==> src/shared/msrs_regs.svh <==
// offsets, codes, limits and timing counts of the query handler
`ifndef MSRS_REGS_SVH
`define MSRS_REGS_SVH

// ********************************************
// function and exception codes
// ********************************************
`define MSRS_FC_READ        8'h03
`define MSRS_FC_WRITE       8'h06
`define MSRS_EXC_FLAG       8'h80
`define MSRS_EXC_FUNC       8'h01
`define MSRS_EXC_ADDR       8'h02
`define MSRS_EXC_DATA       8'h03

// ********************************************
// register window
// ********************************************
`define MSRS_READ_LAST      16'h0011
`define MSRS_QTY_MIN        16'h0001
`define MSRS_QTY_MAX        16'h0012
`define MSRS_REG_COUNT      17'h00012
`define MSRS_WRITE_FIRST    16'h0005
`define MSRS_WRITE_LAST     16'h0011
`define MSRS_HOLD_WORDS     13
`define MSRS_HOLD_RESET     16'h0000
`define MSRS_OFF_UNITS      16'h000B
`define MSRS_OFF_HOLD_CLR   16'h000E
`define MSRS_WIRE_BASE_NUM  40001

// ********************************************
// sensor limits
// ********************************************
`define MSRS_TEMP_MAX_C     16'h01F4
`define MSRS_F_ZERO         16'h0140
`define MSRS_HUM_MAX        16'h0064
`define MSRS_FAN_MAX        3'h4

// ********************************************
// frame checking and timing
// ********************************************
`define MSRS_CRC_INIT       16'hFFFF
`define MSRS_CRC_POLY       16'hA001
`define MSRS_QUERY_BYTES    4'h8
`define MSRS_CLK_HZ         125000000
`define MSRS_BAUD           9600
`define MSRS_CHAR_BITS      11
`define MSRS_SILENCE_TENTHS 35
`define MSRS_SILENCE_CYCLES ((64'd`MSRS_SILENCE_TENTHS * 64'd`MSRS_CHAR_BITS * \
  64'd`MSRS_CLK_HZ + 64'd10 * 64'd`MSRS_BAUD - 64'd1) / (64'd10 * 64'd`MSRS_BAUD))
`define MSRS_LAT_STEP_MS    50
`define MSRS_LAT_STEP_CYCLES (64'd`MSRS_LAT_STEP_MS * 64'd`MSRS_CLK_HZ / 64'd1000)

`endif

==> src/shared/msrs_pkg.sv <==
// types shared by the query handler and its bench
package msrs_pkg;

  typedef enum logic [1:0] {ST_LISTEN, ST_WAIT, ST_SEND} msrs_state_t;

  typedef enum logic [1:0] {REPLY_READ, REPLY_WRITE, REPLY_EXC} msrs_reply_t;

  // first six query bytes in wire order
  typedef struct packed {
    logic [7:0]  addr;
    logic [7:0]  func;
    logic [15:0] offset;
    logic [15:0] word;
  } msrs_query_t;

  typedef struct packed {
    logic       di_shorted;
    logic [2:0] fan_pos;
    logic       hold_press;
  } msrs_sense_t;

  // option straps: high when the option is fitted
  typedef struct packed {
    logic di;
    logic rh;
    logic fan;
    logic hold;
  } msrs_fit_t;

endpackage

==> src/hdl/msrs_slave.sv <==
// serial register-protocol query handler for the sensor unit
`timescale 1ns/10ps
`include "msrs_regs.svh"

module msrs_slave #(
  parameter int unsigned SILENCE_CYCLES  = 32'(`MSRS_SILENCE_CYCLES),
  parameter int unsigned LAT_STEP_CYCLES = 32'(`MSRS_LAT_STEP_CYCLES)
) (
  input  wire logic                  clock,
  input  wire logic                  reset,
  input  wire logic                  rx_valid,
  input  wire logic [7:0]            rx_data,
  input  wire logic                  rx_error,
  input  wire logic                  tx_ready,
  input  wire logic [7:0]            slave_address,
  input  wire logic [2:0]            latency_sel,
  input  wire msrs_pkg::msrs_sense_t sense,
  input  wire msrs_pkg::msrs_fit_t   fitted,
  input  wire logic [15:0]           temp_tenths_c,
  input  wire logic [15:0]           humidity_pct,
  output logic                       tx_valid,
  output logic [7:0]                 tx_data,
  output logic                       line_drive
);
  import msrs_pkg::*;

  // ********************************************
  // helpers
  // ********************************************
  function automatic logic [15:0] crc_step(input logic [15:0] c, input logic [7:0] b);
    logic [15:0] r;
    r = c ^ {8'h00, b};
    for (int i = 0; i < 8; i++) begin
      r = r[0] ? ((r >> 1) ^ `MSRS_CRC_POLY) : (r >> 1);
    end
    return r;
  endfunction

  // truncating divide: tenths not a multiple of five lose a fraction, never gain one
  function automatic logic [15:0] tenths_c_to_f(input logic [15:0] c);
    logic [31:0] t;
    t = (32'(c) * 32'h0000_0009) / 32'h0000_0005;
    return 16'(t) + `MSRS_F_ZERO;
  endfunction

  // ********************************************
  // pin synchronisers
  // ********************************************
  // config pins and option straps are slow levels from outside
  // rx and tx handshakes share this clock and need no synchroniser
  logic [19:0] sync1_q;
  logic [19:0] sync2_q;

  always_ff @(posedge clock) begin
    sync1_q <= {slave_address, latency_sel, sense, fitted};
    sync2_q <= sync1_q;
  end

  wire [7:0]        addr_s = sync2_q[19:12];
  wire [2:0]        lat_s  = sync2_q[11:9];
  wire msrs_sense_t sns_s  = sync2_q[8:4];
  wire msrs_fit_t   fit_s  = sync2_q[3:0];

  // ********************************************
  // state
  // ********************************************
  msrs_state_t  state_q;
  msrs_reply_t  kind_q;
  msrs_query_t  q_q;
  logic [3:0]   rx_cnt_q;
  logic         rx_bad_q;
  logic [15:0]  rx_crc_q;
  logic [31:0]  idle_q;
  logic [31:0]  wait_q;
  logic [5:0]   idx_q;
  logic [15:0]  tx_crc_q;
  logic [7:0]   exc_q;
  logic         tx_valid_q;
  logic [7:0]   tx_data_q;
  logic         drive_q;
  logic         hold_flag_q;
  logic [15:0]  hold_q [0:`MSRS_HOLD_WORDS-1];

  // ********************************************
  // query decode
  // ********************************************
  wire        is_read  = q_q.func == `MSRS_FC_READ;
  wire        is_write = q_q.func == `MSRS_FC_WRITE;
  wire [16:0] rd_end   = {1'b0, q_q.offset} + {1'b0, q_q.word};
  wire        rd_ok    = q_q.offset <= `MSRS_READ_LAST
                      && q_q.word >= `MSRS_QTY_MIN
                      && q_q.word <= `MSRS_QTY_MAX
                      && rd_end <= `MSRS_REG_COUNT;
  wire        wr_ok    = q_q.offset >= `MSRS_WRITE_FIRST
                      && q_q.offset <= `MSRS_WRITE_LAST;
  wire        addr_hit = q_q.addr == addr_s && addr_s != 8'h00;
  // crc residue over the whole frame, crc bytes included, is zero
  wire        crc_good = rx_crc_q == 16'h0000;
  wire        frame_end = state_q == ST_LISTEN && rx_cnt_q != 4'h0
                       && idle_q == SILENCE_CYCLES - 32'h0000_0001;
  wire        frame_ok = rx_cnt_q == `MSRS_QUERY_BYTES && !rx_bad_q
                      && crc_good && addr_hit;
  wire        req_ok   = (is_read && rd_ok) || (is_write && wr_ok);
  wire        do_write = frame_end && frame_ok && is_write && wr_ok;
  wire [15:0] wr_index = q_q.offset - `MSRS_WRITE_FIRST;

  // ********************************************
  // sensor register view
  // ********************************************
  wire        units_f  = hold_q[4'(`MSRS_OFF_UNITS - `MSRS_WRITE_FIRST)][0];
  // temperature and humidity above full scale are pinned to the top rather than wrapped
  wire [15:0] temp_c   = temp_tenths_c > `MSRS_TEMP_MAX_C ?
                         `MSRS_TEMP_MAX_C : temp_tenths_c;
  wire [15:0] hum_word = humidity_pct > `MSRS_HUM_MAX ?
                         `MSRS_HUM_MAX : humidity_pct;
  wire [15:0] sense_word [0:4];

  // input pulls to common when shorted, so a shorted contact reads one
  assign sense_word[0] = {15'h0000, fit_s.di & sns_s.di_shorted};
  assign sense_word[1] = units_f ? tenths_c_to_f(temp_c) : temp_c;
  assign sense_word[2] = fit_s.rh ? hum_word : 16'h0000;
  assign sense_word[3] = (fit_s.fan && sns_s.fan_pos <= `MSRS_FAN_MAX) ?
                         {13'h0000, sns_s.fan_pos} : 16'h0000;
  assign sense_word[4] = {15'h0000, hold_flag_q};

  // ********************************************
  // reply byte selection
  // ********************************************
  // data bytes start at reply byte 3; two bytes per register
  wire [5:0]  data_idx = idx_q - 6'h03;
  wire [4:0]  rd_off   = 5'(q_q.offset) + 5'(data_idx[5:1]);
  wire [15:0] rd_word  = rd_off < 5'h05 ? sense_word[rd_off[2:0]]
                                        : hold_q[4'(rd_off - 5'h05)];
  wire [7:0]  rd_byte  = data_idx[0] ? rd_word[7:0] : rd_word[15:8];
  wire [7:0]  rd_count = {q_q.word[6:0], 1'b0};
  wire [5:0]  body_len = kind_q == REPLY_READ  ? 6'(rd_count) + 6'h03 :
                         kind_q == REPLY_WRITE ? 6'h06 : 6'h03;
  wire        last_done = idx_q == body_len + 6'h02;
  logic [7:0] body_byte;

  always_comb begin
    body_byte = q_q.addr;
    unique case (kind_q)
      REPLY_READ: begin
        if (idx_q == 6'h01) begin
          body_byte = `MSRS_FC_READ;
        end else if (idx_q == 6'h02) begin
          body_byte = rd_count;
        end else if (idx_q >= 6'h03) begin
          body_byte = rd_byte;
        end
      end
      REPLY_WRITE: begin
        unique case (idx_q)
          6'h01:   body_byte = `MSRS_FC_WRITE;
          6'h02:   body_byte = q_q.offset[15:8];
          6'h03:   body_byte = q_q.offset[7:0];
          6'h04:   body_byte = q_q.word[15:8];
          6'h05:   body_byte = q_q.word[7:0];
          default: body_byte = q_q.addr;
        endcase
      end
      REPLY_EXC: begin
        if (idx_q == 6'h01) begin
          body_byte = q_q.func | `MSRS_EXC_FLAG;
        end else if (idx_q == 6'h02) begin
          body_byte = exc_q;
        end
      end
      default: body_byte = q_q.addr;
    endcase
  end

  wire [7:0] out_byte = idx_q < body_len  ? body_byte :
                        idx_q == body_len ? tx_crc_q[7:0] :
                                            tx_crc_q[15:8];
  // latency counts from frame end; select zero leaves only the silence gap
  wire [31:0] lat_cycles = 32'(lat_s) * LAT_STEP_CYCLES;

  // ********************************************
  // receive side
  // ********************************************
  // bytes arriving while a reply is pending are dropped: the line is half duplex
  always_ff @(posedge clock) begin
    if (reset || state_q != ST_LISTEN || frame_end) begin
      rx_cnt_q <= 4'h0;
      rx_bad_q <= 1'b0;
      rx_crc_q <= `MSRS_CRC_INIT;
    end else if (rx_valid) begin
      rx_cnt_q <= rx_cnt_q == 4'hF ? rx_cnt_q : rx_cnt_q + 4'h1;
      rx_bad_q <= rx_bad_q | rx_error;
      rx_crc_q <= crc_step(rx_crc_q, rx_data);
    end
  end

  // only six bytes are kept; the crc bytes feed the residue alone
  always_ff @(posedge clock) begin
    if (reset) begin
      q_q <= '0;
    end else if (state_q == ST_LISTEN && rx_valid && rx_cnt_q < 4'h6) begin
      q_q <= {q_q[39:0], rx_data};
    end
  end

  // silence counter saturates so a quiet line never wraps into a false end
  always_ff @(posedge clock) begin
    if (reset || rx_valid || state_q != ST_LISTEN) begin
      idle_q <= 32'h0000_0000;
    end else if (idle_q != SILENCE_CYCLES) begin
      idle_q <= idle_q + 32'h0000_0001;
    end
  end

  // ********************************************
  // sequencing
  // ********************************************
  always_ff @(posedge clock) begin
    if (reset) begin
      state_q <= ST_LISTEN;
      kind_q  <= REPLY_READ;
      exc_q   <= `MSRS_EXC_FUNC;
      wait_q  <= 32'h0000_0000;
    end else begin
      unique case (state_q)
        ST_LISTEN: begin
          wait_q <= 32'h0000_0000;
          // bad crc or foreign address: drop silently, no exception
          if (frame_end && frame_ok) begin
            state_q <= ST_WAIT;
            kind_q  <= req_ok ? (is_read ? REPLY_READ : REPLY_WRITE) : REPLY_EXC;
            exc_q   <= (is_read || is_write) ? `MSRS_EXC_ADDR : `MSRS_EXC_FUNC;
          end
        end
        ST_WAIT: begin
          wait_q <= wait_q + 32'h0000_0001;
          if (wait_q >= lat_cycles) begin
            state_q <= ST_SEND;
          end
        end
        ST_SEND: begin
          if (!tx_valid_q && last_done) begin
            state_q <= ST_LISTEN;
          end
        end
        default: state_q <= ST_LISTEN;
      endcase
    end
  end

  // ********************************************
  // transmit side
  // ********************************************
  // one idle cycle between bytes keeps the handshake simple; the serial
  // engine is far slower so nothing is lost
  always_ff @(posedge clock) begin
    if (reset || state_q != ST_SEND) begin
      tx_valid_q <= 1'b0;
      tx_data_q  <= 8'h00;
      idx_q      <= 6'h00;
      tx_crc_q   <= `MSRS_CRC_INIT;
    end else if (!tx_valid_q) begin
      tx_valid_q <= !last_done;
      tx_data_q  <= out_byte;
    end else if (tx_ready) begin
      tx_valid_q <= 1'b0;
      idx_q      <= idx_q + 6'h01;
      if (idx_q < body_len) begin
        tx_crc_q <= crc_step(tx_crc_q, tx_data_q);
      end
    end
  end

  // driver stays on through byte gaps so the line never floats mid-reply
  always_ff @(posedge clock) begin
    if (reset) begin
      drive_q <= 1'b0;
    end else begin
      drive_q <= state_q == ST_SEND && !(last_done && !tx_valid_q);
    end
  end

  // ********************************************
  // holding registers and hold flag
  // ********************************************
  // holding words keep raw values; only the hold-clear offset is decoded in this block, the units offset in the sensor register view
  always_ff @(posedge clock) begin
    if (reset) begin
      for (int i = 0; i < `MSRS_HOLD_WORDS; i++) begin
        hold_q[i] <= `MSRS_HOLD_RESET;
      end
    end else if (do_write) begin
      hold_q[4'(wr_index)] <= q_q.word;
    end
  end

  // a press in the same cycle as a clearing write wins
  always_ff @(posedge clock) begin
    if (reset) begin
      hold_flag_q <= 1'b0;
    end else if (fit_s.hold && sns_s.hold_press) begin
      hold_flag_q <= 1'b1;
    end else if (do_write && q_q.offset == `MSRS_OFF_HOLD_CLR
                 && q_q.word == 16'h0000) begin
      hold_flag_q <= 1'b0;
    end
  end

  // ********************************************
  // outputs
  // ********************************************
  // every output is a flip-flop, so the bit engine sees no decode glitches
  assign tx_valid   = tx_valid_q;
  assign tx_data    = tx_data_q;
  assign line_drive = drive_q;

endmodule

==> config.mk <==
export PLATFORM = sky130hd
export DESIGN_NAME = msrs_slave
export DESIGN_NICKNAME = d
export VERILOG_FILES = /design/src/shared/msrs_pkg.sv /design/src/hdl/msrs_slave.sv
export VERILOG_INCLUDE_DIRS = /design/src /design/src/shared
export SDC_FILE = /design/constraint.sdc
export NUM_CORES = 1
export LEC_CHECK = 0
export BUFFER_PORTS_ARGS = -buffer_cell sky130_fd_sc_hd__buf_2
export CAP_MARGIN = 20
export CORE_MARGIN = 5
export CORE_UTILIZATION = 30
export DETAILED_ROUTE_END_ITERATION = 8
export GPL_TIMING_DRIVEN = 0
export HOLD_SLACK_MARGIN = 0.1
export PLACE_DENSITY_LB_ADDON = 0.05
export SLEW_MARGIN = 20
export SYNTH_ARGS = -nofsm -noshare
export SYNTH_HDL_FRONTEND = slang
export SYNTH_SLANG_ARGS = --single-unit
==> constraint.sdc <==
create_clock -name clock -period 29.1 [get_ports clock]
set_input_delay 5.82 -clock clock [delete_from_list [all_inputs] [get_ports clock]]
set_output_delay 5.82 -clock clock [all_outputs]
set_load 0.01 [all_outputs]
# Word-level counts from Yosys, hierarchy flattened

Memories as Yosys holds them, arrays and structs flattened.
Cells that the tools add are included.

Add/subtract/negate cells: 12
Multipliers: 2
Divide/modulo/power cells: 1
Magnitude comparators: 14
Eq/ne operators: 23
Multiplexer cells: 57
Bitwise gates (word level): 22
Reductions and logical operators: 49

Operators by type and width:

| operator                                                 | number |
|---|---|
| two-way mux 16 bit                                       | 24 |
| adder 32 x 1 -> 32 bit (second input constant)           | 2 |
| two-way mux 8 bit                                        | 8 |
| one-hot mux 32 bit (2 select lines)                      | 1 |
| binary-select mux 16 bit (select 3 bit)                  | 1 |
| NOT 2 -> 3 bit                                           | 16 |
| one-hot mux 8 bit (5 select lines)                       | 1 |
| divider 20 x 3 -> 32 bit (second input constant)         | 1 |
| == test 32 x 19 -> 1 bit (second input constant)         | 1 |
| >= comparator 32 x 26 -> 1 bit                           | 1 |
| <= comparator 16 x 5 -> 1 bit (second input constant)    | 2 |
| logical NOT 16 bit                                       | 2 |
| inequality test 32 x 19 -> 1 bit (second input constant) | 1 |
| XOR 16 x 8 -> 16 bit                                     | 2 |
| one-hot mux 8 bit (3 select lines)                       | 1 |
| logical AND 1 bit                                        | 23 |
| multiplier 3 x 19 -> 22 bit (second input constant)      | 1 |
| multiplier 16 x 4 -> 20 bit (second input constant)      | 1 |
| adder 16 x 16 -> 17 bit                                  | 1 |
| <= comparator 17 x 5 -> 1 bit (second input constant)    | 1 |
| adder 16 x 9 -> 16 bit (second input constant)           | 1 |
| == test 16 x 4 -> 1 bit (second input constant)          | 1 |
| >= comparator 16 x 1 -> 1 bit (second input constant)    | 1 |
| >= comparator 16 x 3 -> 1 bit (second input constant)    | 1 |
| other kinds (45)                                         | 85 |

Register bits: 218
Memory bits (writable): 208
Input port bits: 65
Output and inout port bits: 10
Logic and storage cells: 201
Memories: 1

Memory list:

| memory | words | bits a word | read ports | clocked after Yosys merged registers in | write ports | RTL line         | RTL |
|---|---|---|---|---|---|---|---|
| hold_q | 13    | 16          | 2          | 0                                       | 13          | msrs_slave.sv:82 | `` logic [15:0] hold_q [0:`MSRS_HOLD_WORDS-1]; `` |

# Depth between registers and ports, before layout

Gate-level depths: netlist of run 1.

Depth after elaboration: 17
Depth in mapped cells: 41

# Worst setup path after synthesis of run 1

No wires, ideal clock.

Path kind: input-to-reg
From: input temp_tenths_c[15]
To: register tx_data_q[0], in the netlist tx_data[0]
Arrival: 13.191 ns
Data required time: 28.976 ns
Path slack: 15.785 ns
Cell stages on the path: 36
Path buffers: 4
Cells stage by stage: or4_1 -> nor4_1 -> o31a_1 -> nor2b_1 -> clkbuf_1 -> clkinv_1 -> ha_1 -> ha_1 -> nor2b_2 -> o2111ai_2 -> a31oi_2 -> xnor2_1 -> o21ai_0 -> a211oi_2 -> and2_1 -> buf_2 -> o21ai_1 -> o311a_1 -> and2_1 -> buf_2 -> a2111oi_1 -> o31a_1 -> buf_4 -> xnor2_1 -> o2111ai_2 -> a2bb2oi_2 -> o21bai_1 -> o22ai_1 -> o21ba_2 -> ha_1 -> inv_1 -> o21ai_0 -> a211o_1 -> a221o_1 -> nand3_1 -> a31oi_1

Cells in the longest elaborated chain, start to end: 16

RTL lines:

| what                                                      | RTL line          | RTL |
|---|---|---|
| from (decl)                                               | msrs_slave.sv:19  | `input wire logic [15:0] temp_tenths_c,` |
| greater-than comparator 16 x 9 -> 1 bit (no source line)  | n/a               |  |
| two-way mux 16 bit (*)                                    | msrs_slave.sv:112 | `` wire [15:0] temp_c = temp_tenths_c > `MSRS_TEMP_MAX_C ? `` |
| multiplier 16 x 4 -> 20 bit                               | msrs_slave.sv:42  | `t = (32'(c) * 32'h0000_0009) / 32'h0000_0005;` |
| divider 20 x 3 -> 32 bit                                  | msrs_slave.sv:42  |  |
| adder 16 x 9 -> 16 bit (no source line)                   | n/a               |  |
| two-way mux 16 bit (*)                                    | msrs_slave.sv:120 | `assign sense_word[1] = units_f ? tenths_c_to_f(temp_c) : temp_c;` |
| binary-select mux 16 bit (select 3 bit) (*)               | msrs_slave.sv:132 | `wire [15:0] rd_word = rd_off < 5'h05 ? sense_word[rd_off[2:0]]` |
| two-way mux 16 bit (implied by the code) (*) (2 in a row) | msrs_slave.sv:132 |  |
| two-way mux 16 bit (*)                                    | msrs_slave.sv:132 |  |
| two-way mux 8 bit (*)                                     | msrs_slave.sv:134 | `wire [7:0] rd_byte = data_idx[0] ? rd_word[7:0] : rd_word[15:8];` |
| two-way mux 8 bit (*)                                     | msrs_slave.sv:149 | `end else if (idx_q >= 6'h03) begin` |
| two-way mux 8 bit (*)                                     | msrs_slave.sv:147 | `end else if (idx_q == 6'h02) begin` |
| two-way mux 8 bit (*)                                     | msrs_slave.sv:145 | `if (idx_q == 6'h01) begin` |
| one-hot mux 8 bit (3 select lines) (*)                    | msrs_slave.sv:143 | `unique case (kind_q)` |
| two-way mux 8 bit (*)                                     | msrs_slave.sv:174 | `wire [7:0] out_byte = idx_q < body_len ? body_byte :` |
| to (signal assigned)                                      | msrs_slave.sv:263 | `tx_data_q <= out_byte;` |
| to (decl)                                                 | msrs_slave.sv:79  | `logic [7:0] tx_data_q;` |

Every way passes the cells marked *; elsewhere a longest branch is shown, timed or not. The select of a mux whose other input is x is not followed.
A chain may end at the register's enable or synchronous reset.

# Worst setup path after layout of run 1

From: input temp_tenths_c[15]
To: register tx_data_q[1], in the netlist tx_data[1]

The elaborated chain is that of the path after synthesis.

==> results of run 1 <==
cells by family (layout without fill, tap and decap cells):
group / after synthesis / in the layout
AO/OA/AOI/OAI: 501 / 501
XOR/XNOR: 173 / 173
adder cells (fa/ha/maj): 108 / 108
other: 1 / 62
multiplexers: 127 / 127
flip-flops: 468 / 468
AND/OR/NAND/NOR: 1020 / 1020
buffers and inverters: 211 / 392
through the flow:
step,cell area [um2],instances
after global routing,30400,4004
after detailed placement,28400,3898
after floorplan,26500,2668
final,30400,4006
after global placement,28400,3897
after CTS,30300,4003
metal layers:
metal  vias to the layer above  global-route usage, %
li1                       9894                      -
met1                     10200                   24.8
met2                       459                   30.2
met3                       119                   2.63
met4                         0                   4.15
met5                         -                      0
layout make-up:
type	count	share of cell area [%]
Inverter	52	0.643
Buffer	159	2.12
Clock inverter	31	1.18
Clock buffer	74	5.21
Antenna cell	2	0.0165
Multi-Input combinational cell	1989	45.5
Tap cell	1155	4.76
Timing Repair Buffer	76	1.29
Sequential cell	468	39.3
synthesized netlist by cell type, types with 13 or more instances:
cell | n | share of area (%)
sky130_fd_sc_hd__a211oi_1 | 21 | 0.60
sky130_fd_sc_hd__a21o_1 | 32 | 0.91
sky130_fd_sc_hd__a21oi_1 | 149 | 2.8
sky130_fd_sc_hd__a22oi_1 | 19 | 0.54
sky130_fd_sc_hd__a31oi_1 | 26 | 0.62
sky130_fd_sc_hd__and2_1 | 199 | 4.7
sky130_fd_sc_hd__and3_1 | 14 | 0.33
sky130_fd_sc_hd__buf_1 | 13 | 0.19
sky130_fd_sc_hd__buf_2 | 13 | 0.25
sky130_fd_sc_hd__clkbuf_1 | 127 | 1.8
sky130_fd_sc_hd__dfxtp_1 | 212 | 16
sky130_fd_sc_hd__edfxtp_1 | 256 | 29
sky130_fd_sc_hd__ha_1 | 98 | 4.7
sky130_fd_sc_hd__inv_1 | 51 | 0.73
sky130_fd_sc_hd__mux2_2 | 13 | 0.56
sky130_fd_sc_hd__mux2i_1 | 47 | 1.8
sky130_fd_sc_hd__mux4_2 | 66 | 5.6
sky130_fd_sc_hd__nand2_1 | 265 | 3.8
sky130_fd_sc_hd__nand2b_1 | 21 | 0.50
sky130_fd_sc_hd__nand3_1 | 77 | 1.5
sky130_fd_sc_hd__nand4_1 | 34 | 0.81
sky130_fd_sc_hd__nor2_1 | 185 | 2.6
sky130_fd_sc_hd__nor2b_1 | 22 | 0.52
sky130_fd_sc_hd__nor3_1 | 82 | 1.6
sky130_fd_sc_hd__nor4_1 | 43 | 1.0
sky130_fd_sc_hd__o211ai_1 | 21 | 0.60
sky130_fd_sc_hd__o21ai_0 | 75 | 1.4
sky130_fd_sc_hd__or2_2 | 23 | 0.55
sky130_fd_sc_hd__or3_1 | 16 | 0.38
sky130_fd_sc_hd__xnor2_1 | 93 | 3.1
sky130_fd_sc_hd__xor2_1 | 77 | 2.6
layout by cell type, fill, tap and decap left out, types with 9 or more instances in the layout:
master,instances
sky130_fd_sc_hd__nand2_1,265
sky130_fd_sc_hd__o22ai_1,12
sky130_fd_sc_hd__or3_1,16
sky130_fd_sc_hd__o21ai_1,11
sky130_fd_sc_hd__a31oi_1,26
sky130_fd_sc_hd__buf_1,9
sky130_fd_sc_hd__nand3_1,77
sky130_fd_sc_hd__o21ai_0,75
sky130_fd_sc_hd__ha_1,98
sky130_fd_sc_hd__nor3_1,80
sky130_fd_sc_hd__clkbuf_1,134
sky130_fd_sc_hd__xor2_1,77
sky130_fd_sc_hd__mux2i_1,47
sky130_fd_sc_hd__clkbuf_16,58
sky130_fd_sc_hd__a22oi_1,19
sky130_fd_sc_hd__edfxtp_1,256
sky130_fd_sc_hd__mux4_2,66
sky130_fd_sc_hd__a211oi_1,21
sky130_fd_sc_hd__or2_2,23
sky130_fd_sc_hd__o21a_1,12
sky130_fd_sc_hd__inv_1,51
sky130_fd_sc_hd__and3_1,14
sky130_fd_sc_hd__nand4_1,34
sky130_fd_sc_hd__dfxtp_1,212
sky130_fd_sc_hd__nor4_1,41
sky130_fd_sc_hd__clkinv_1,10
sky130_fd_sc_hd__conb_1,60
sky130_fd_sc_hd__a21oi_1,149
sky130_fd_sc_hd__buf_2,90
sky130_fd_sc_hd__and2_1,199
sky130_fd_sc_hd__nor2b_1,22
sky130_fd_sc_hd__o221ai_1,12
sky130_fd_sc_hd__nor2_1,185
sky130_fd_sc_hd__mux2_2,13
sky130_fd_sc_hd__xnor2_1,92
sky130_fd_sc_hd__a21o_1,32
sky130_fd_sc_hd__o211ai_1,21
sky130_fd_sc_hd__nand2b_1,21
power groups by stage:
stage / Clock (mW) / Combinational, mW / Sequential, mW
floorplan: 0 / 0.450 / 0.746
global placement: 0 / 0.591 / 0.753
detailed placement: 0 / 0.590 / 0.754
CTS: 0.763 / 0.593 / 0.740
global route: 0.789 / 0.678 / 0.742
finish: 0.741 / 0.614 / 0.739
path summary, 6_finish.rpt:
path | endpoint | slack [ps] | cells after the start | startpoint
worst max register to register | tx_data[3]$_SDFFE_PP0N_ | 20580 | 19 | idx_q[0]$_SDFFE_PP0P_
worst max-delay path | tx_data[1]$_SDFFE_PP0N_ | 14070 | 36 | temp_tenths_c[15]
worst min register to register | sync2_q[0]$_DFF_P_ | 320 | 0 | sync1_q[0]$_DFF_P_
worst min-delay path | sync2_q[0]$_DFF_P_ | 320 | 0 | sync1_q[0]$_DFF_P_
state kept, by name, summed over array words and instances (netlist names):
| register | flops |
|---|---|
| hold_flag_q | 1 |
| wait_q | 32 |
| kind_q | 2 |
| tx_valid | 1 |
| rx_crc_q | 16 |
| state_q | 2 |
| idle_q | 32 |
| rx_cnt_q | 4 |
| rx_bad_q | 1 |
| tx_data | 8 |
| idx_q | 6 |
| sync2_q | 20 |
| line_drive | 1 |
| exc_q | 2 |
| hold_q | 256 |
| tx_crc_q | 16 |
| sync1_q | 20 |
| q_q | 48 |
==> impl_metrics.py, run 1 <==
metrics = {
    "run_status": {
        "outcome": "finished clean",
    },
    "layout": {
        "nNetsFinal": 2972,
        "post_route_cells_drive_above_1_share_pct": 11.9,
        "multi_input_comb_area_um2": 13800,
        "fillerInstances": 8840,
        "seq_area_um2": 11900,
        "post-route-util_pct": 34.9,
        "area_delta_synth_final_pct": 15.4,
    },
    "routing": {
        "pre_repair_dr_iteration_count": 5,
        "drc_violations_left": 0,
        "met3_wl_um": 3950,
        "routed_wl_um": 86700,
        "routed-via-count": 20700,
        "met2RoutedLength_um": 40700,
        "top_metal_used": "met4",
        "drt.antenna.violating_nets": 0,
        "wl_met1_um": 40000,
        "wl_per_cell_um": 21.6,
        "drt_iter0_markers": 1442,
        "avgViaCountPerCell": 5.17,
    },
    "synth": {
        "yosys.area_share.simple_pct": 19.5,
        "synth_compound_gate_area_share_pct": 12.9,
        "synth_top_family_by_area": "simple AND/OR/NAND/NOR gates",
        "synthesis.instances": 2609,
        "post_synth_num_cell_types": 99,
        "synth-async-reset-ratio_pct": 0,
        "synth_fa_ha_area_share_pct": 5.27,
        "synth_warnings": 0,
        "yosys.area_share.xor_xnor_pct": 5.84,
        "ys.flop_type": "sky130_fd_sc_hd__edfxtp_1",
        "post_synth_mux_area_share_pct": 8.04,
        "avg_synthesized_cell_area_um2": 10.1,
        "synth.ff_latch_count": 468,
        "synthesis.area_um2": 26300,
        "ys_seq_area_share_pct": 45.3,
        "synth-edff-count": 256,
    },
    "critical_path": {
        "critPathArrivalTime_ps": 15540,
        "timing.critical_path.required_ps": 29610,
        "critPathCaptureType": "flop",
        "worstPathBufferInverterCount": 6,
        "worst_path_dominant_cell_family": "compound AO/OA/AOI/OAI gates",
        "worst_path_largest_cell_delay_ps": 720,
        "worstPathMaxFanout": 10,
        "crit_path_frequent_cell": "sky130_fd_sc_hd__ha_1",
        "kind_of_start_point_of_the_critical_path": "primary input",
        "timing.critical_path.slowest_stage_cell": "sky130_fd_sc_hd__xnor2_1",
        "timing.setup.critical_path_class": "in2reg",
    },
    "cts": {
        "postCtsSetupRepairBufs": 0,
        "cts_max_path_buffers": 3,
        "cts_max_level": 2,
        "cts.clk_slew.worst_paths_ps": 60,
        "postCtsHoldBufs": 0,
        "worstSkewPairLatency_ps": 650,
        "cts_repair_resize_count": 0,
        "tritoncts": "yes",
        "numCtsBuffers": 57,
        "cts.root.buffer_cell": "sky130_fd_sc_hd__clkbuf_16",
        "tritoncts_num_sinks": 468,
    },
    "floorplanning": {
        "placeable_core_region_um2": 86900,
        "chipWidth_um": 306,
        "row_count": 108,
        "floorplan.initialDensity_pct": 30.3,
        "die_y_um": 306,
        "design.portCount": 75,
        "floorplan.die_area_um2": 93800,
    },
    "timing": {
        "slew-limit-headroom_pct": 27.9,
        "final.min_clock_period_ps": 15030,
        "worst_hold_slack_ps": 322,
        "hold_viol_final": 0,
        "setup_viol": 0,
        "rsz0062_at_grt": "no",
        "slew_viol_final": 0,
        "slew_at_the_pin_closest_to_its_max_slew_limit_ps": 1080,
        "fin_crit_sh_pct": 51.6,
        "fin_worst_skew_ps": 45.7,
        "fmax_ghz": 0.0665,
        "postLayoutSetupSlackWorst_ps": 14070,
        "setup_tns_final_ps": 0,
    },
    "hold_path": {
        "hp-class": "reg2reg",
    },
    "global_route": {
        "first_global_vias": 20800,
        "grt_use_total_pct": 18.0,
        "grt_first_pass_wirelength_um": 132000,
        "antenna_violations_before_repair": 2,
        "grt_remaining_overflow": 0,
        "grt_max_degree": 17,
    },
    "power_and_ir_drop": {
        "p_leak_nw": 11.1,
        "net-switching-power_uw": 705,
        "power.clock.fraction_pct": 35.4,
        "vdd_drop_max_v": 0.0000544,
        "cellPowerDensity_nw_per_um2": 69.0,
        "combPwrFrac_pct": 29.3,
        "p_int_mw": 1.39,
        "p_sw_share_pct": 33.6,
        "post-layout-total-power_mw": 2.09,
        "power.share.sequential_pct": 35.3,
    },
    "place": {
        "buffer_ports.inserted": 74,
        "dp.final_hpwl_um": 63300,
        "gp_routability_congestion": 0.841,
        "place_worst_setup_slack_ps": 13470,
    },
    "run": {
        "cap_violations": 0,
    },
}
(Power assumes the default switching activity.)
==> inputs of run 2 (changes only) <==
- clock period: 29.1 -> 12.5 ns (I/O delays scaled with it)
==> impl_metrics.py, run 2 (synthesis results as in run 1) <==
metrics = {
    "run_status": {
        "outcome": "finished clean",
    },
    "timing": {
        "slew_at_the_pin_closest_to_its_max_slew_limit_ps": 1080,
        "fin_crit_sh_pct": 92.5,
        "fin_worst_skew_ps": 44.9,
        "slew_viol_final": 0,
        "slew-limit-headroom_pct": 27.9,
        "setup_viol": 0,
        "setup_tns_final_ps": 0,
        "hold_viol_final": 0,
        "final.min_clock_period_ps": 11570,
        "rsz0062_at_grt": "no",
        "fmax_ghz": 0.0865,
    },
    "layout": {
        "area_delta_synth_final_pct": 15.4,
        "nNetsFinal": 2972,
        "layout.cells.most_common_list": "sky130_fd_sc_hd__nand2_1, sky130_fd_sc_hd__edfxtp_1, sky130_fd_sc_hd__dfxtp_1, sky130_fd_sc_hd__and2_1, sky130_fd_sc_hd__nor2_1",
        "stdcell_area_um2": 30400,
        "post_route_cells_drive_above_1_share_pct": 11.9,
        "post_layout_nonfiller_instances": 4006,
        "registers.top_by_ff_count": "hold_q",
        "top_regs": "hold_q x256, q_q x48",
        "max_ffs_per_register": 256,
        "multi_input_comb_area_um2": 13800,
        "final_common_cell": "sky130_fd_sc_hd__nand2_1",
        "seq_area_um2": 11900,
        "fillerInstances": 8840,
    },
    "hold_path": {
        "worst_hold_path.num_cells": 0,
        "hp-class": "reg2reg",
    },
    "floorplanning": {
        "placeable_core_region_um2": 86900,
        "floorplan.die_area_um2": 93800,
        "design.portCount": 75,
        "die_y_um": 306,
        "chipWidth_um": 306,
        "floorplan.initialDensity_pct": 30.3,
        "row_count": 108,
    },
    "global_route": {
        "antenna_violations_before_repair": 2,
        "grt_use_total_pct": 18.0,
        "grt_remaining_overflow": 0,
        "first_global_vias": 20800,
        "grt_max_degree": 17,
        "grt_first_pass_wirelength_um": 132000,
    },
    "cts": {
        "cts.clk_slew.worst_paths_ps": 60,
        "cts_max_path_buffers": 3,
        "postCtsSetupRepairBufs": 0,
        "cts_max_level": 2,
        "cts.root.buffer_cell": "sky130_fd_sc_hd__clkbuf_16",
        "tritoncts_num_sinks": 468,
        "numCtsBuffers": 57,
        "postCtsHoldBufs": 0,
        "worstSkewPairLatency_ps": 650,
        "tritoncts": "yes",
    },
    "critical_path": {
        "critPathArrivalTime_ps": 12070,
        "worst_path_dominant_cell_family": "compound AO/OA/AOI/OAI gates",
        "kind_of_start_point_of_the_critical_path": "primary input",
        "worstPathMaxFanout": 10,
        "critPathCaptureType": "flop",
        "critical_path_depth": 34,
        "timing.setup.critical_path_class": "in2reg",
        "reg2regPathDepth": 19,
        "worstPathBufferInverterCount": 4,
        "timing.critical_path.required_ps": 13010,
        "worst_path_largest_cell_delay_ps": 740,
        "timing.critical_path.slowest_stage_cell": "sky130_fd_sc_hd__xor2_1",
    },
    "routing": {
        "drt.antenna.violating_nets": 0,
        "pre_repair_dr_iteration_count": 6,
        "wl_per_cell_um": 21.6,
        "drc_violations_left": 0,
        "routed-via-count": 20700,
        "routed_wl_um": 86700,
        "avgViaCountPerCell": 5.17,
        "drt_iter0_markers": 1471,
    },
    "power_and_ir_drop": {
        "cellPowerDensity_nw_per_um2": 161,
        "p_leak_nw": 11.1,
        "vdd_drop_max_v": 0.000127,
    },
    "place": {
        "buffer_ports.inserted": 74,
        "dpl_cell_area_um2": 28400,
        "place.detailed.instances": 3898,
        "dp.final_hpwl_um": 63300,
        "gp_routability_congestion": 0.841,
    },
    "run": {
        "cap_violations": 0,
    },
}
[run 2: area by class of cell]
type / instances / area share, %
Clock inverter: 31 / 1.18
Clock buffer: 74 / 5.21
Sequential cell: 468 / 39.3
Tap cell: 1155 / 4.76
Multi-Input combinational cell: 1989 / 45.5
Timing Repair Buffer: 76 / 1.29
Antenna cell: 2 / 0.0165
Inverter: 52 / 0.643
Buffer: 159 / 2.12
[run 2: final timing paths]
check,startpoint,end,slack [ps]
max,temp_tenths_c[15],tx_data[1]$_SDFFE_PP0N_,930
min,sync1_q[0]$_DFF_P_,sync2_q[0]$_DFF_P_,320
max reg2reg,idx_q[0]$_SDFFE_PP0P_,tx_data[3]$_SDFFE_PP0N_,3990
min reg2reg,sync1_q[0]$_DFF_P_,sync2_q[0]$_DFF_P_,320
[run 2: per-layer routing]
metal,wire length (um),up-vias,track usage [%]
li1,-,9884,-
met1,40100,10300,24.8
met2,40900,451,30.2
met3,3860,115,2.63
met4,1860,0,4.15
met5,0,-,0
[run 2: repair_timing]
action | CTS | global route
endpoints found under the hold margin | 0 | 0
endpoints found under the setup margin | 0 | 2
gates resized for setup | 0 | 1
[run 2: through the flow]
| step | hold WS, ps | power, mW | utilization (%) | setup slack, ps |
|---|---|---|---|---|
| floorplan | 310 | 2.79 | - | 2500 |
| finish | 322 | 4.88 | 35.0 | 934 |
| global placement | 315 | 3.13 | 32.6 | 269 |
| detailed placement | 312 | 3.13 | 32.7 | 190 |
| CTS | 326 | 4.88 | 34.9 | 848 |
| global route | 329 | 5.14 | 34.9 | 68.9 |
[run 2: where the power goes]
group,switching (mW),internal [mW],total [mW]
registers,0.0366,1.68,1.72
logic,0.896,0.534,1.43
clock network,0.707,1.02,1.72
total,1.64,3.24,4.88
==> inputs of run 3 (changes only) <==
- CORE_ASPECT_RATIO: default -> 1.25
==> impl_metrics.py, run 3 (synthesis results as in run 1) <==
metrics = {
    "run_status": {
        "outcome": "finished clean",
    },
    "floorplanning": {
        "placeable_core_region_um2": 87100,
        "design.portCount": 75,
        "die_y_um": 341,
        "floorplan.initialDensity_pct": 30.2,
        "chipWidth_um": 275,
        "floorplan.die_area_um2": 93800,
        "row_count": 121,
    },
    "critical_path": {
        "reg2regPathDepth": 19,
        "worstSetupEndpoint": "tx_data[1]$_SDFFE_PP0N_",
        "critPathCaptureType": "flop",
        "timing.critical_path.slowest_stage_cell": "sky130_fd_sc_hd__xor2_1",
        "timing.setup.critical_path_class": "in2reg",
        "cp_startpoint": "temp_tenths_c[15]",
        "kind_of_start_point_of_the_critical_path": "primary input",
        "reg2reg_to": "tx_data[3]$_SDFFE_PP0N_",
        "timing.rr.start": "idx_q[0]$_SDFFE_PP0P_",
        "ff2ff_setup_slack_ps": 3840,
        "critPathArrivalTime_ps": 12000,
        "worst_path_largest_cell_delay_ps": 630,
        "worstPathMaxFanout": 10,
        "timing.critical_path.required_ps": 13000,
    },
    "power_and_ir_drop": {
        "p_sw_share_pct": 33.2,
        "p_leak_nw": 11.0,
        "power.share.sequential_pct": 35.6,
        "vdd_drop_max_v": 0.000101,
        "p_int_mw": 3.23,
        "cellPowerDensity_nw_per_um2": 160,
        "post-layout-total-power_mw": 4.83,
        "combPwrFrac_pct": 29.8,
        "net-switching-power_mw": 1.60,
        "power.clock.fraction_pct": 34.6,
    },
    "global_route": {
        "grt_remaining_overflow": 0,
        "antenna_violations_before_repair": 0,
        "grt_use_total_pct": 18.2,
        "grt_first_pass_wirelength_um": 132000,
        "grt_max_degree": 17,
        "first_global_vias": 20800,
    },
    "cts": {
        "numCtsBuffers": 56,
        "postCtsSetupRepairBufs": 0,
        "tritoncts": "yes",
        "worstSkewPairLatency_ps": 620,
        "cts.root.buffer_cell": "sky130_fd_sc_hd__clkbuf_16",
        "cts_repair_resize_count": 0,
        "cts_max_level": 2,
        "tritoncts_num_sinks": 468,
        "cts_max_path_buffers": 3,
        "cts.clk_slew.worst_paths_ps": 60,
        "postCtsHoldBufs": 0,
    },
    "layout": {
        "max_ffs_per_register": 256,
        "stdcell_area_um2": 30300,
        "nNetsFinal": 2970,
        "layout.cells.most_common_list": "sky130_fd_sc_hd__nand2_1, sky130_fd_sc_hd__edfxtp_1, sky130_fd_sc_hd__dfxtp_1, sky130_fd_sc_hd__and2_1, sky130_fd_sc_hd__nor2_1",
        "area_delta_synth_final_pct": 15.1,
        "post_route_cells_drive_above_1_share_pct": 11.7,
        "top_regs": "hold_q x256, q_q x48",
        "antenna-diode-count": 0,
        "registers.top_by_ff_count": "hold_q",
        "final_common_cell": "sky130_fd_sc_hd__nand2_1",
    },
    "place": {
        "dp.final_hpwl_um": 64400,
        "buffer_ports.inserted": 74,
        "dpl_cell_area_um2": 28400,
        "gp_routability_congestion": 0.856,
    },
    "timing": {
        "fin_worst_skew_ps": 25.9,
        "final.min_clock_period_ps": 11500,
        "fmax_ghz": 0.0870,
        "slew_at_the_pin_closest_to_its_max_slew_limit_ps": 1150,
        "slew-limit-headroom_pct": 23.0,
        "worst_hold_slack_ps": 324,
        "fin_crit_sh_pct": 92.0,
        "hold_viol_final": 0,
        "slew_viol_final": 0,
        "setup_tns_final_ps": 0,
        "rsz0062_at_grt": "no",
        "setup_viol": 0,
    },
    "routing": {
        "drt.antenna.violating_nets": 0,
        "pre_repair_dr_iteration_count": 8,
        "routed_wl_um": 87800,
        "drc_violations_left": 0,
        "routed-via-count": 20700,
        "wl_per_cell_um": 21.9,
        "avgViaCountPerCell": 5.15,
        "drt_iter0_markers": 1347,
    },
    "hold_path": {
        "hp-class": "reg2reg",
    },
    "run": {
        "cap_violations": 0,
    },
}
[run 3: cell types whose count changed in the layout (fill, tap and decap cells not counted), moves of 3 or more]
cell | previous run | this run
sky130_fd_sc_hd__clkinv_1 | 10 | 4
sky130_fd_sc_hd__clkbuf_1 | 134 | 142
sky130_fd_sc_hd__clkinv_2 | 6 | 3
sky130_fd_sc_hd__clkbuf_8 | 7 | 13
[run 3: metal layers]
| metal | up-vias | track usage (%) | part of all wire (%) |
|---|---|---|---|
| met5 | - | 0 | 0 |
| met4 | 0 | 5.40 | 3.0 |
| met3 | 129 | 2.06 | 3.2 |
| met2 | 429 | 33.1 | 51 |
| met1 | 10200 | 22.7 | 42 |
| li1 | 9860 | - | - |
[run 3: power by group through the flow]
| stage | logic, mW | clock network (mW) | registers (mW) |
|---|---|---|---|
| global route | 1.58 | 1.79 | 1.73 |
| detailed placement | 1.39 | 0 | 1.76 |
| global placement | 1.39 | 0 | 1.75 |
| floorplan | 1.05 | 0 | 1.74 |
| CTS | 1.40 | 1.73 | 1.72 |
| finish | 1.44 | 1.67 | 1.72 |
[run 3: final cells by class]
type,count,area (um2)
Tap cell,1168,1460
Clock inverter,15,205
Clock buffer,87,1670
Fill cell,8917,56800
Multi-Input combinational cell,1989,13800
Timing Repair Buffer,75,378
Buffer,159,642
Sequential cell,468,11900
Inverter,52,195
[run 3: how the worst min path moves through the flow]
stage | cells past startpoint | slack (ps) | startpoint | end
finish | 0 | 320 | sync1_q[2]$_DFF_P_ | sync2_q[2]$_DFF_P_
global route | 0 | 330 | sync1_q[1]$_DFF_P_ | sync2_q[1]$_DFF_P_
CTS | 0 | 330 | sync1_q[2]$_DFF_P_ | sync2_q[2]$_DFF_P_
detailed placement | 0 | 310 | sync1_q[10]$_DFF_P_ | sync2_q[10]$_DFF_P_
global placement | 0 | 310 | sync1_q[10]$_DFF_P_ | sync2_q[10]$_DFF_P_
floorplan | 0 | 310 | sync1_q[0]$_DFF_P_ | sync2_q[0]$_DFF_P_
[run 3: critical path, delay by kind of cell]
family / cells / cell delay (ps)
buffers and inverters: 4 / 990
AND/OR/NAND/NOR: 7 / 2010
adder cells (fa/ha/maj): 3 / 950
XOR/XNOR: 1 / 630
AO/OA/AOI/OAI: 19 / 4890
[run 3: stage by stage]
stage	utilization (%)	worst slack (ps)	instances
2_1_floorplan	-	2500	2668
4_1_cts	34.8	775	4013
6_report	34.8	1000	4013
5_1_grt	34.8	217	4013
3_5_place_dp	32.6	150	3911
3_3_place_gp	32.6	192	3910
